`config.mk`:
```
export PLATFORM = sky130hd
export DESIGN_NAME = sar_tx_queues
export DESIGN_NICKNAME = d
export VERILOG_FILES = /design/src/sar_tx_pkg.sv /design/src/sar_tx_queues.sv
export SDC_FILE = /design/constraint.sdc
export NUM_CORES = 2
export LEC_CHECK = 0
export ABC_AREA = 1
export BUFFER_PORTS_ARGS = -buffer_cell sky130_fd_sc_hd__buf_2
export CAP_MARGIN = 20
export CORE_MARGIN = 4
export CORE_UTILIZATION = 54
export CTS_CLUSTER_DIAMETER = 30
export DETAILED_ROUTE_END_ITERATION = 12
export GPL_ROUTABILITY_DRIVEN = 0
export PLACE_DENSITY = 0.76
export SYNTH_ARGS = -nofsm -noshare
export SYNTH_HDL_FRONTEND = slang
export SYNTH_SLANG_ARGS = --single-unit
```
`constraint.sdc`:
```
create_clock -name sys_clk -period 19.3 [get_ports sys_clk]
set_clock_uncertainty 0.15 [all_clocks]
set_input_delay 1.93 -clock sys_clk [delete_from_list [all_inputs] [get_ports sys_clk]]
set_output_delay 1.93 -clock sys_clk [all_outputs]
set_load 0.01 [all_outputs]
```
`src/sar_tx_pkg.sv`:
```
package sar_tx_pkg;
   // register indices, byte address is index times four
   localparam logic [5:0] IDX_DESC_BASE = 6'h00;
   localparam logic [5:0] IDX_CIRC_BASE = 6'h01;
   localparam logic [5:0] IDX_PQ_START = 6'h03;
   localparam logic [5:0] IDX_PQ_END = 6'h04;
   localparam logic [5:0] IDX_PQ_WR = 6'h05;
   localparam logic [5:0] IDX_PQ_RD = 6'h06;
   localparam logic [5:0] IDX_RQ_START = 6'h07;
   localparam logic [5:0] IDX_RQ_END = 6'h08;
   localparam logic [5:0] IDX_RQ_WR = 6'h09;
   localparam logic [5:0] IDX_RQ_RD = 6'h0A;
   localparam logic [5:0] IDX_STATUS = 6'h12;
   localparam int REG_IDX_LSB = 2;
   // status bits
   localparam int ST_BUSY = 0;
   localparam int ST_HOLD = 1;
   localparam int ST_UTIL_ERR = 2;
   localparam int ST_PENDING = 3;
   // descriptor flag byte, word 0 bits 31:24
   localparam int F_SEG = 7;
   localparam int F_CHAIN = 6;
   localparam int F_CONT = 5;
   localparam int F_CONG = 4;
   localparam int F_PASS = 3;
   localparam int F_ABORT = 2;
   localparam int F_IOC = 1;
   localparam int F_CLP = 0;
   localparam int D_FLAGS_LSB = 24;
   localparam int D_MID_LSB = 10;
   localparam int D_CIRC_LSB = 0;
   localparam int D_REMAIN_LSB = 16;
   localparam int D_SIZE_LSB = 0;
   // circuit entry word 1
   localparam int C_MSTAR_LSB = 24;
   localparam int C_M_LSB = 16;
   localparam int C_UTIL_LSB = 8;
   localparam int C_SRS_LSB = 6;
   localparam int C_SQN_LSB = 2;
   localparam int C_ADAPTATION_TYPE_SELECT_LSB = 0;
   // cell header bits
   localparam int HDR_CONG = 2;
   localparam int HDR_EOM = 1;
   localparam int HDR_CLP = 0;
   // address forming
   localparam int BASE_SHIFT = 8;
   localparam int IDX_SHIFT = 4;
   localparam int WORD_SHIFT = 2;
   localparam logic [23:0] WORD_STEP = 24'h000004;
   localparam logic [15:0] CELL_BYTES = 16'h0030;
   localparam logic [1:0] DESC_LAST = 2'h3;
   localparam logic [1:0] CIRC_LAST = 2'h1;
   localparam logic [2:0] POLL_PERIODS = 3'h5;
   typedef enum logic [1:0] {
      AAL34 = 2'b00, TR_PAYLOAD = 2'b01, TR_CELL = 2'b10, AAL5 = 2'b11
   } aal_t;
   typedef enum logic [3:0] {
      IDLE = 4'b0000, POLL = 4'b0001, DESC = 4'b0010, CIRC = 4'b0011,
      MARK = 4'b0100, SEG = 4'b0101, CLOSE = 4'b0110, BUCK = 4'b0111,
      REL = 4'b1000
   } state_t;
endpackage

```
`src/sar_tx_queues.sv`:
```
// The address map and the strobed register port were chosen for this implementation.
`timescale 1ns/1ps
//==========================================
// Behaviour
// - segmenting flag set in memory during segmentation, host clears it beforehand.
// - chain flag one means next reference valid and is followed.
// - congestion and loss-priority flags set those header bits in every cell without pass-transparent.
// - pass-transparent takes congestion and CLP from circuit entry instead.
// - descriptor ten-bit MID copied into every cell.
// - abort flag sends one abort cell; host avoids continuation afterward.
// - completion flag raises interrupt when segmentation finishes.
// - circuit address is index shifted four plus base shifted eight.
// - remaining bytes loaded by host, device decrements and returns it.
// - size value sent as BAsize or AAL5 length field.
// - buffer reading starts at any 24-bit byte address.
// - AAL5 trailer control taken from final chained descriptor field.
// - utilization bits 11:8 weighted; totals above one flagged invalid.
// - sub-rate bits 7:6 pick 25, 50 or 100 percent.
// - queue bits 5:2 pick one of twelve peak-rate queues.
// - type bits 1:0 pick AAL34, transparent payload, transparent cell or AAL5.
// - bucket variable updated by device, constant kept as reference.
// - pending entry fetched when idle and at least every five periods.
// - release writes index, bumps write pointer, interrupts on completion flag.
module sar_tx_queues
   import sar_tx_pkg::*;
(
   // clock and reset
   input wire logic sys_clk,
   input wire logic rst,
   // register port
   input wire logic [7:0] reg_addr,
   input wire logic [31:0] reg_wdata,
   input wire logic reg_wr,
   input wire logic reg_rd,
   output logic [31:0] reg_rdata,
   // shared memory master
   output logic mem_req,
   output logic mem_we,
   output logic [23:0] mem_addr,
   output logic [31:0] mem_wdata,
   input wire logic mem_ack,
   input wire logic [31:0] mem_rdata,
   // cell requests to segmenter
   output logic cell_valid,
   input wire logic cell_ready,
   output logic [31:0] cell_hdr,
   output logic [23:0] cell_buf_addr,
   output logic [9:0] cell_mid,
   output logic [15:0] cell_len,
   output logic [15:0] cell_ctrl,
   output logic cell_first,
   output logic cell_last,
   output logic cell_abort,
   output aal_t cell_aal,
   output logic [3:0] cell_queue,
   output logic [1:0] cell_subrate,
   output logic [3:0] cell_util,
   output logic [7:0] cell_bucket,
   // completion
   output logic completion_irq
);
   //==========================================
   // helpers
   function automatic logic [23:0] ring_next(input logic [23:0] p, input logic [23:0] s,
                                             input logic [23:0] e);
      ring_next = (p == e) ? s : p + WORD_STEP;
   endfunction

   function automatic logic [23:0] tbl_addr(input logic [15:0] base, input logic [11:0] idx);
      tbl_addr = (24'(base) << BASE_SHIFT) + (24'(idx) << IDX_SHIFT);
   endfunction

   //==========================================
   // state
   state_t state_reg;
   logic [15:0] desc_base_reg, circ_base_reg;
   logic [23:0] pq_start_reg, pq_end_reg, pq_wr_reg, pq_rd_reg;
   logic [23:0] rq_start_reg, rq_end_reg, rq_wr_reg, rq_rd_reg;
   logic [11:0] cur_idx_reg, hold_idx_reg;
   logic hold_v_reg, poll_ret_reg, first_reg, abort_done_reg;
   logic [1:0] word_reg;
   logic [2:0] period_reg;
   logic [7:0] flags_reg, bucket_reg;
   logic [9:0] mid_reg, circ_reg;
   logic [15:0] remain_reg, size_reg, next_reg;
   logic [23:0] buf_reg;
   logic [31:0] c_hdr_reg, c_par_reg;
   logic [23:0] mreq_addr;
   logic mreq_we;
   logic [31:0] mreq_data;
   logic [31:0] hdr_c;
   logic ack, ring_pending, util_err, mem_state, last_c;
   aal_t aal_c;

   assign ack = mem_req && mem_ack;
   assign ring_pending = pq_rd_reg != pq_wr_reg;
   assign aal_c = aal_t'(c_par_reg[C_ADAPTATION_TYPE_SELECT_LSB +: 2]);
   assign util_err = c_par_reg[C_UTIL_LSB + 3] && |c_par_reg[C_UTIL_LSB +: 3];
   assign mem_state = state_reg != IDLE && state_reg != SEG;
   assign last_c = flags_reg[F_ABORT] || remain_reg <= CELL_BYTES;

   //==========================================
   // header of next cell
   always_comb begin
      hdr_c = c_hdr_reg;
      if (!flags_reg[F_PASS]) begin
         hdr_c[HDR_CONG] = flags_reg[F_CONG];
         hdr_c[HDR_CLP] = flags_reg[F_CLP];
      end
      if (aal_c == AAL5) begin
         hdr_c[HDR_EOM] = last_c && !flags_reg[F_CHAIN];
      end
   end

   //==========================================
   // memory request per state
   always_comb begin
      mreq_addr = pq_rd_reg;
      mreq_we = 1'b0;
      mreq_data = '0;
      unique case (state_reg)
         IDLE, SEG, POLL: ;
         DESC: mreq_addr = tbl_addr(desc_base_reg, cur_idx_reg) + (24'(word_reg) << WORD_SHIFT);
         CIRC: mreq_addr = tbl_addr(circ_base_reg, 12'(circ_reg)) + (24'(word_reg) << WORD_SHIFT);
         MARK, CLOSE: begin
            mreq_addr = tbl_addr(desc_base_reg, cur_idx_reg) + (24'(word_reg) << WORD_SHIFT);
            mreq_we = 1'b1;
            if (word_reg == '0) begin
               mreq_data = (32'(flags_reg) << D_FLAGS_LSB) | (32'(mid_reg) << D_MID_LSB)
                           | (32'(circ_reg) << D_CIRC_LSB);
               mreq_data[D_FLAGS_LSB + F_SEG] = (state_reg == MARK);
            end else begin
               mreq_data = (32'(remain_reg) << D_REMAIN_LSB) | (32'(size_reg) << D_SIZE_LSB);
            end
         end
         BUCK: begin
            mreq_addr = tbl_addr(circ_base_reg, 12'(circ_reg)) + WORD_STEP;
            mreq_we = 1'b1;
            mreq_data = c_par_reg;
            mreq_data[C_MSTAR_LSB +: 8] = bucket_reg;
         end
         REL: begin
            mreq_addr = rq_wr_reg;
            mreq_we = 1'b1;
            mreq_data = 32'(cur_idx_reg);
         end
      endcase
   end

   //==========================================
   // memory port, one request held until ack
   always_ff @(posedge sys_clk or posedge rst) begin
      if (rst) begin
         mem_req <= 1'b0;
         mem_we <= 1'b0;
         mem_addr <= '0;
         mem_wdata <= '0;
      end else if (mem_req) begin
         if (mem_ack) begin
            mem_req <= 1'b0;
         end
      end else if (mem_state) begin
         mem_req <= 1'b1;
         mem_we <= mreq_we;
         mem_addr <= mreq_addr;
         mem_wdata <= mreq_data;
      end
   end

   //==========================================
   // host configuration
   always_ff @(posedge sys_clk or posedge rst) begin
      if (rst) begin
         desc_base_reg <= '0;
         circ_base_reg <= '0;
         pq_start_reg <= '0;
         pq_end_reg <= '0;
         pq_wr_reg <= '0;
         rq_start_reg <= '0;
         rq_end_reg <= '0;
         rq_rd_reg <= '0;
      end else if (reg_wr) begin
         unique case (reg_addr[7:REG_IDX_LSB])
            IDX_DESC_BASE: desc_base_reg <= reg_wdata[15:0];
            IDX_CIRC_BASE: circ_base_reg <= reg_wdata[15:0];
            IDX_PQ_START: pq_start_reg <= reg_wdata[23:0];
            IDX_PQ_END: pq_end_reg <= reg_wdata[23:0];
            IDX_PQ_WR: pq_wr_reg <= reg_wdata[23:0];
            IDX_RQ_START: rq_start_reg <= reg_wdata[23:0];
            IDX_RQ_END: rq_end_reg <= reg_wdata[23:0];
            IDX_RQ_RD: rq_rd_reg <= reg_wdata[23:0];
            default: ;
         endcase
      end
   end

   //==========================================
   // register read, data one cycle after strobe
   always_ff @(posedge sys_clk or posedge rst) begin
      if (rst) begin
         reg_rdata <= '0;
      end else begin
         reg_rdata <= '0;
         if (reg_rd) begin
            unique case (reg_addr[7:REG_IDX_LSB])
               IDX_DESC_BASE: reg_rdata <= 32'(desc_base_reg);
               IDX_CIRC_BASE: reg_rdata <= 32'(circ_base_reg);
               IDX_PQ_START: reg_rdata <= 32'(pq_start_reg);
               IDX_PQ_END: reg_rdata <= 32'(pq_end_reg);
               IDX_PQ_WR: reg_rdata <= 32'(pq_wr_reg);
               IDX_PQ_RD: reg_rdata <= 32'(pq_rd_reg);
               IDX_RQ_START: reg_rdata <= 32'(rq_start_reg);
               IDX_RQ_END: reg_rdata <= 32'(rq_end_reg);
               IDX_RQ_WR: reg_rdata <= 32'(rq_wr_reg);
               IDX_RQ_RD: reg_rdata <= 32'(rq_rd_reg);
               IDX_STATUS: begin
                  reg_rdata[ST_BUSY] <= state_reg != IDLE;
                  reg_rdata[ST_HOLD] <= hold_v_reg;
                  reg_rdata[ST_UTIL_ERR] <= util_err;
                  reg_rdata[ST_PENDING] <= ring_pending;
               end
               default: ;
            endcase
         end
      end
   end

   //==========================================
   // queue sequencer
   // host may rewrite the device-owned pointers; a write while busy races the engine
   always_ff @(posedge sys_clk or posedge rst) begin
      if (rst) begin
         state_reg <= IDLE;
         pq_rd_reg <= '0;
         rq_wr_reg <= '0;
         cur_idx_reg <= '0;
         hold_idx_reg <= '0;
         hold_v_reg <= 1'b0;
         poll_ret_reg <= 1'b0;
         first_reg <= 1'b0;
         abort_done_reg <= 1'b0;
         word_reg <= '0;
         period_reg <= '0;
         flags_reg <= '0;
         bucket_reg <= '0;
         mid_reg <= '0;
         circ_reg <= '0;
         remain_reg <= '0;
         size_reg <= '0;
         next_reg <= '0;
         buf_reg <= '0;
         c_hdr_reg <= '0;
         c_par_reg <= '0;
         completion_irq <= 1'b0;
         cell_valid <= 1'b0;
         cell_hdr <= '0;
         cell_buf_addr <= '0;
         cell_mid <= '0;
         cell_len <= '0;
         cell_ctrl <= '0;
         cell_first <= 1'b0;
         cell_last <= 1'b0;
         cell_abort <= 1'b0;
         cell_aal <= AAL34;
         cell_queue <= '0;
         cell_subrate <= '0;
         cell_util <= '0;
         cell_bucket <= '0;
      end else begin
         completion_irq <= 1'b0;
         if (cell_ready) begin
            cell_valid <= 1'b0;
         end
         if (reg_wr && reg_addr[7:REG_IDX_LSB] == IDX_PQ_RD) begin
            pq_rd_reg <= reg_wdata[23:0];
         end
         if (reg_wr && reg_addr[7:REG_IDX_LSB] == IDX_RQ_WR) begin
            rq_wr_reg <= reg_wdata[23:0];
         end
         unique case (state_reg)
            IDLE: begin
               word_reg <= '0;
               if (hold_v_reg) begin
                  cur_idx_reg <= hold_idx_reg;
                  hold_v_reg <= 1'b0;
                  state_reg <= DESC;
               end else if (ring_pending) begin
                  poll_ret_reg <= 1'b0;
                  state_reg <= POLL;
               end
            end
            POLL: if (ack) begin
               hold_idx_reg <= mem_rdata[11:0];
               hold_v_reg <= 1'b1;
               pq_rd_reg <= ring_next(pq_rd_reg, pq_start_reg, pq_end_reg);
               period_reg <= '0;
               state_reg <= poll_ret_reg ? SEG : IDLE;
            end
            DESC: if (ack) begin
               unique case (word_reg)
                  2'h0: begin
                     flags_reg <= mem_rdata[D_FLAGS_LSB +: 8];
                     mid_reg <= mem_rdata[D_MID_LSB +: 10];
                     circ_reg <= mem_rdata[D_CIRC_LSB +: 10];
                  end
                  2'h1: begin
                     remain_reg <= mem_rdata[D_REMAIN_LSB +: 16];
                     size_reg <= mem_rdata[D_SIZE_LSB +: 16];
                  end
                  2'h2: buf_reg <= mem_rdata[23:0];
                  2'h3: next_reg <= mem_rdata[15:0];
               endcase
               word_reg <= word_reg + 2'h1;
               if (word_reg == DESC_LAST) begin
                  state_reg <= CIRC;
               end
            end
            CIRC: if (ack) begin
               if (word_reg == '0) begin
                  c_hdr_reg <= mem_rdata;
                  word_reg <= word_reg + 2'h1;
               end else begin
                  c_par_reg <= mem_rdata;
                  bucket_reg <= mem_rdata[C_MSTAR_LSB +: 8];
                  word_reg <= '0;
                  first_reg <= 1'b1;
                  abort_done_reg <= 1'b0;
                  period_reg <= '0;
                  state_reg <= MARK;
               end
            end
            MARK: if (ack) begin
               flags_reg[F_SEG] <= 1'b1;
               state_reg <= SEG;
            end
            SEG: begin
               if (period_reg == POLL_PERIODS && !hold_v_reg && ring_pending) begin
                  poll_ret_reg <= 1'b1;
                  state_reg <= POLL;
               end else if (!cell_valid || cell_ready) begin
                  if (remain_reg == '0 || abort_done_reg) begin
                     word_reg <= '0;
                     state_reg <= CLOSE;
                  end else begin
                     cell_valid <= 1'b1;
                     cell_hdr <= hdr_c;
                     cell_buf_addr <= buf_reg;
                     buf_reg <= buf_reg + 24'(CELL_BYTES);
                     cell_mid <= mid_reg;
                     cell_len <= size_reg;
                     cell_ctrl <= (aal_c == AAL5 && !flags_reg[F_CHAIN]) ? next_reg : '0;
                     cell_first <= first_reg && !flags_reg[F_CONT];
                     first_reg <= 1'b0;
                     cell_last <= last_c;
                     cell_abort <= flags_reg[F_ABORT];
                     abort_done_reg <= flags_reg[F_ABORT];
                     remain_reg <= last_c ? '0 : remain_reg - CELL_BYTES;
                     cell_aal <= aal_c;
                     cell_queue <= c_par_reg[C_SQN_LSB +: 4];
                     cell_subrate <= c_par_reg[C_SRS_LSB +: 2];
                     cell_util <= c_par_reg[C_UTIL_LSB +: 4];
                     cell_bucket <= bucket_reg;
                     bucket_reg <= (bucket_reg != '0) ? bucket_reg - 8'h01 : '0;
                     if (period_reg != POLL_PERIODS) begin
                        period_reg <= period_reg + 3'h1;
                     end
                  end
               end
            end
            CLOSE: if (ack) begin
               word_reg <= word_reg + 2'h1;
               if (word_reg == '0) begin
                  flags_reg[F_SEG] <= 1'b0;
               end else begin
                  state_reg <= BUCK;
               end
            end
            BUCK: if (ack) begin
               state_reg <= REL;
            end
            REL: if (ack) begin
               rq_wr_reg <= ring_next(rq_wr_reg, rq_start_reg, rq_end_reg);
               completion_irq <= flags_reg[F_IOC];
               word_reg <= '0;
               if (flags_reg[F_CHAIN]) begin
                  cur_idx_reg <= next_reg[11:0];
                  state_reg <= DESC;
               end else begin
                  state_reg <= IDLE;
               end
            end
         endcase
      end
   end

   //==========================================
   // checks
   mark_write_a: assert property (@(posedge sys_clk) disable iff (rst)
      (state_reg == MARK && mem_req) |-> mem_we && mem_wdata[D_FLAGS_LSB + F_SEG])
      else $error("segmenting flag not written");
   chain_follow_a: assert property (@(posedge sys_clk) disable iff (rst)
      (state_reg == REL && ack && flags_reg[F_CHAIN]) |=>
      state_reg == DESC && cur_idx_reg == $past(next_reg[11:0]))
      else $error("chain not followed");
   cong_bit_a: assert property (@(posedge sys_clk) disable iff (rst)
      $rose(cell_valid) && !flags_reg[F_PASS] |->
      cell_hdr[HDR_CONG] == flags_reg[F_CONG] && cell_hdr[HDR_CLP] == flags_reg[F_CLP])
      else $error("descriptor header bits wrong");
   pass_bits_a: assert property (@(posedge sys_clk) disable iff (rst)
      $rose(cell_valid) && flags_reg[F_PASS] |->
      cell_hdr[HDR_CLP] == c_hdr_reg[HDR_CLP] && cell_hdr[HDR_CONG] == c_hdr_reg[HDR_CONG])
      else $error("transparent header bits wrong");
   mid_copy_a: assert property (@(posedge sys_clk) disable iff (rst)
      cell_valid |-> cell_mid == mid_reg && cell_len == size_reg)
      else $error("mid or length mismatch");
   abort_one_a: assert property (@(posedge sys_clk) disable iff (rst)
      (cell_valid && cell_ready && cell_abort) |=> !cell_valid)
      else $error("cell after abort");
   irq_done_a: assert property (@(posedge sys_clk) disable iff (rst)
      (state_reg == REL && ack) |=> completion_irq == $past(flags_reg[F_IOC]) ##1 !completion_irq)
      else $error("completion interrupt wrong");
   circ_addr_a: assert property (@(posedge sys_clk) disable iff (rst)
      (state_reg == CIRC && mem_req && word_reg == '0) |->
      mem_addr == (24'(circ_base_reg) << BASE_SHIFT) + (24'(circ_reg) << IDX_SHIFT))
      else $error("circuit address wrong");
   ctrl_field_a: assert property (@(posedge sys_clk) disable iff (rst)
      $rose(cell_valid) && aal_c == AAL5 && !flags_reg[F_CHAIN] |-> cell_ctrl == next_reg)
      else $error("trailer control wrong");
   poll_period_a: assert property (@(posedge sys_clk) disable iff (rst)
      period_reg <= POLL_PERIODS)
      else $error("poll period overrun");
   rel_ptr_a: assert property (@(posedge sys_clk) disable iff (rst)
      (state_reg == REL && ack && !reg_wr) |=>
      rq_wr_reg == ($past(rq_wr_reg) == rq_end_reg ? rq_start_reg : $past(rq_wr_reg) + WORD_STEP))
      else $error("release pointer not advanced");
endmodule

```
==> results.json <==
{
  "via_per_inst": 5.91,
  "nets": 4423,
  "ir_worst_vdd_v": 0.0000977,
  "design.die.area_um2": 62600,
  "slew_violations": 0,
  "pre_cts_ws_ns": 12.33,
  "finalNonFillerCells": 5179,
  "cp_max_fo": 80,
  "setup_viol": 0,
  "synthesis.instances": 4105,
  "ys_ff_latch": 629,
  "port_buffers": 272,
  "num_rows": 88,
  "yosysWarningCount": 0,
  "drc": 0,
  "synth-seq-area-share_pct": 49.7,
  "cts_resized": 0,
  "drt_iter0_drc": 4458,
  "fin_setup_tns_ns": 0,
  "clock_sinks": 629,
  "syn-cell-area_um2": 31700,
  "dp.cells": 4959,
  "fin_area_um2": 37600,
  "grt.total_usage_pct": 33.8,
  "clk_latency_ns": 0.69,
  "wl_um": 109000,
  "syn_to_final_growth_pct": 18.5,
  "grt_pass1_vias": 28000,
  "slew_headroom_pct": 27.6,
  "dr.pass1.iters": 7,
  "core_um2": 57900,
  "die_w_um": 250,
  "cp-end-kind": "async pin",
  "die_h_um": 250,
  "antenna_found_initial": 2,
  "whs_path_depth": 2,
  "dp_hpwl_um": 75200,
  "postCtsHoldBufs": 0,
  "ys_dominant_reg_cell": "dfrtp_1",
  "worst-r2r-cell-count": 13,
  "start_kind": "input pin",
  "cts_buffers": 116,
  "syn-mean-instance-area_um2": 7.72,
  "start_util_pct": 54.7,
  "synth-edff-count": 0,
  "ant_nets": 0,
  "htreeDepth": 3,
  "final_common_cell": "nand2_1",
  "cts_setup_buffers": 0,
  "final-hold-violation-count": 0,
  "powerDensity_nw_per_um2": 160,
  "finalCriticalPeriod_ns": 6.04,
  "ys_async_sr_fraction_pct": 100,
  "total_power_mw": 6.00,
  "rsz0062_at_grt": "no",
  "clock.fmax_mhz": 166,
  "drv_cap": 0,
  "leakagePower_nw": 19.2,
  "synth_top_area_share_pct": 49.7,
  "dr_total_vias": 30600,
  "tightestPinTransition_ns": 1.08,
  "clk_transition_reported_paths_ns": 0.05,
  "yosys.area.top_type": "dfrtp_1",
  "crit_arrival_ns": 6.57,
  "layout_setup_ws_ns": 13.26,
  "cts_tree": "built",
  "io_pins": 291,
  "hold_class": "reg -> reg",
  "wire_per_inst_um": 21.1,
  "grt_pass1_wl_um": 166000,
  "placed_area_um2": 33400,
  "cts_buffer_depth": 3,
  "cts_root_buffer": "clkbuf_16",
  "synth.distinct_cells": 57,
  "mostFrequentLayoutCells": "nand2_1 (1306), o21ai_0 (648), dfrtp_1 (629)",
  "worst_ep_required_time_ns": 19.83,
  "worstSetupPathType": "in -> async",
  "overflow": 0,
  "grt_start_max_net_pins": 81,
  "period_share_pct": 31.3,
  "status": "complete, no violations",
  "synth_area_leaders": "dfrtp_1 (50%), nand2_1 (16%), o21ai_0 (10%)",
  "drive_above_1_share_pct": 12.9
}
## routing by layer
layer / global-route usage [%] / routed length (µm) / vias up
met5: 0 / 0 / -
met2: 48.1 / 46200 / 1916
met1: 48.8 / 43900 / 14600
li1: - / - / 13900
met4: 11.4 / 3620 / 0
met3: 11.3 / 15800 / 242
## critical path: stages
cell	delay, ns
buf_2	0.11
clkinvlp_4	0.33
buf_4	0.70
buf_4	0.81
buf_4	0.90
buf_4	0.81
buf_4	0.81
## area by class of cell
class | instances | area [µm²]
inverter | 355 | 1340
antenna | 2 | 5.00
sequential | 629 | 15700
clock inverter | 77 | 977
multi-input combinational | 2900 | 13700
timing repair buffer | 314 | 1730
fill | 4852 | 20400
tap | 765 | 957
clock buffer | 137 | 3110
## cells in the mapped netlist (4+ instances only)
master,instances
xor2_1,65
o22ai_1,41
nand4_1,52
clkbuf_1,161
inv_1,332
or2_2,8
nand3b_1,10
nor2_2,4
o211ai_1,22
dfrtp_1,629
clkinv_1,8
nand3_1,194
nor2_1,205
inv_2,15
ha_1,27
a21oi_1,143
nor3_1,44
o21ai_0,648
a31oi_1,9
a22oi_1,19
buf_4,8
nand2_1,1312
a21o_1,4
buf_2,43
buf_1,10
a221oi_1,28
xnor2_1,16
## where the power goes
part / internal, mW / switching [mW]
clock network: 1.34 / 0.749
registers: 1.72 / 0.428
logic: 0.578 / 1.19
## per-stage QoR
step	hold WS [ns]	util, %
final	0.323	64.9
after global placement	0.307	57.6
after floorplan	0.292	-
after global routing	0.341	64.9
after detailed placement	0.313	57.6
after CTS	0.325	64.7
## cell families (layout without fill, tap and decap cells)
family          after synthesis  count (layout)  synth area share, %
buf+inv                     583             883                 7.25
simple gates               1842            1842                 23.6
other cells                   1              10               0.0118
xor+xnor                     81              81                 2.24
flops                       629             629                 49.7
mux                           3               3                0.103
compound gates              937             937                 15.9
fa+ha+maj                    29              29                 1.19
## worst paths after layout
check                                        end  slack [ns]    startpoint
worst max register to register    abort_done_reg       14.29  state_reg[3]
worst max-delay path            rq_start_reg[17]       13.26           rst
min in group asynchronous           cell_hdr[11]        1.13           rst
worst min-delay path                mem_addr[13]        0.32  mem_addr[13]
max in group sys_clk              abort_done_reg       14.29  state_reg[3]
worst min register to register      mem_addr[13]        0.32  mem_addr[13]
No activity file was read; power rests on OpenSTA's default activity.
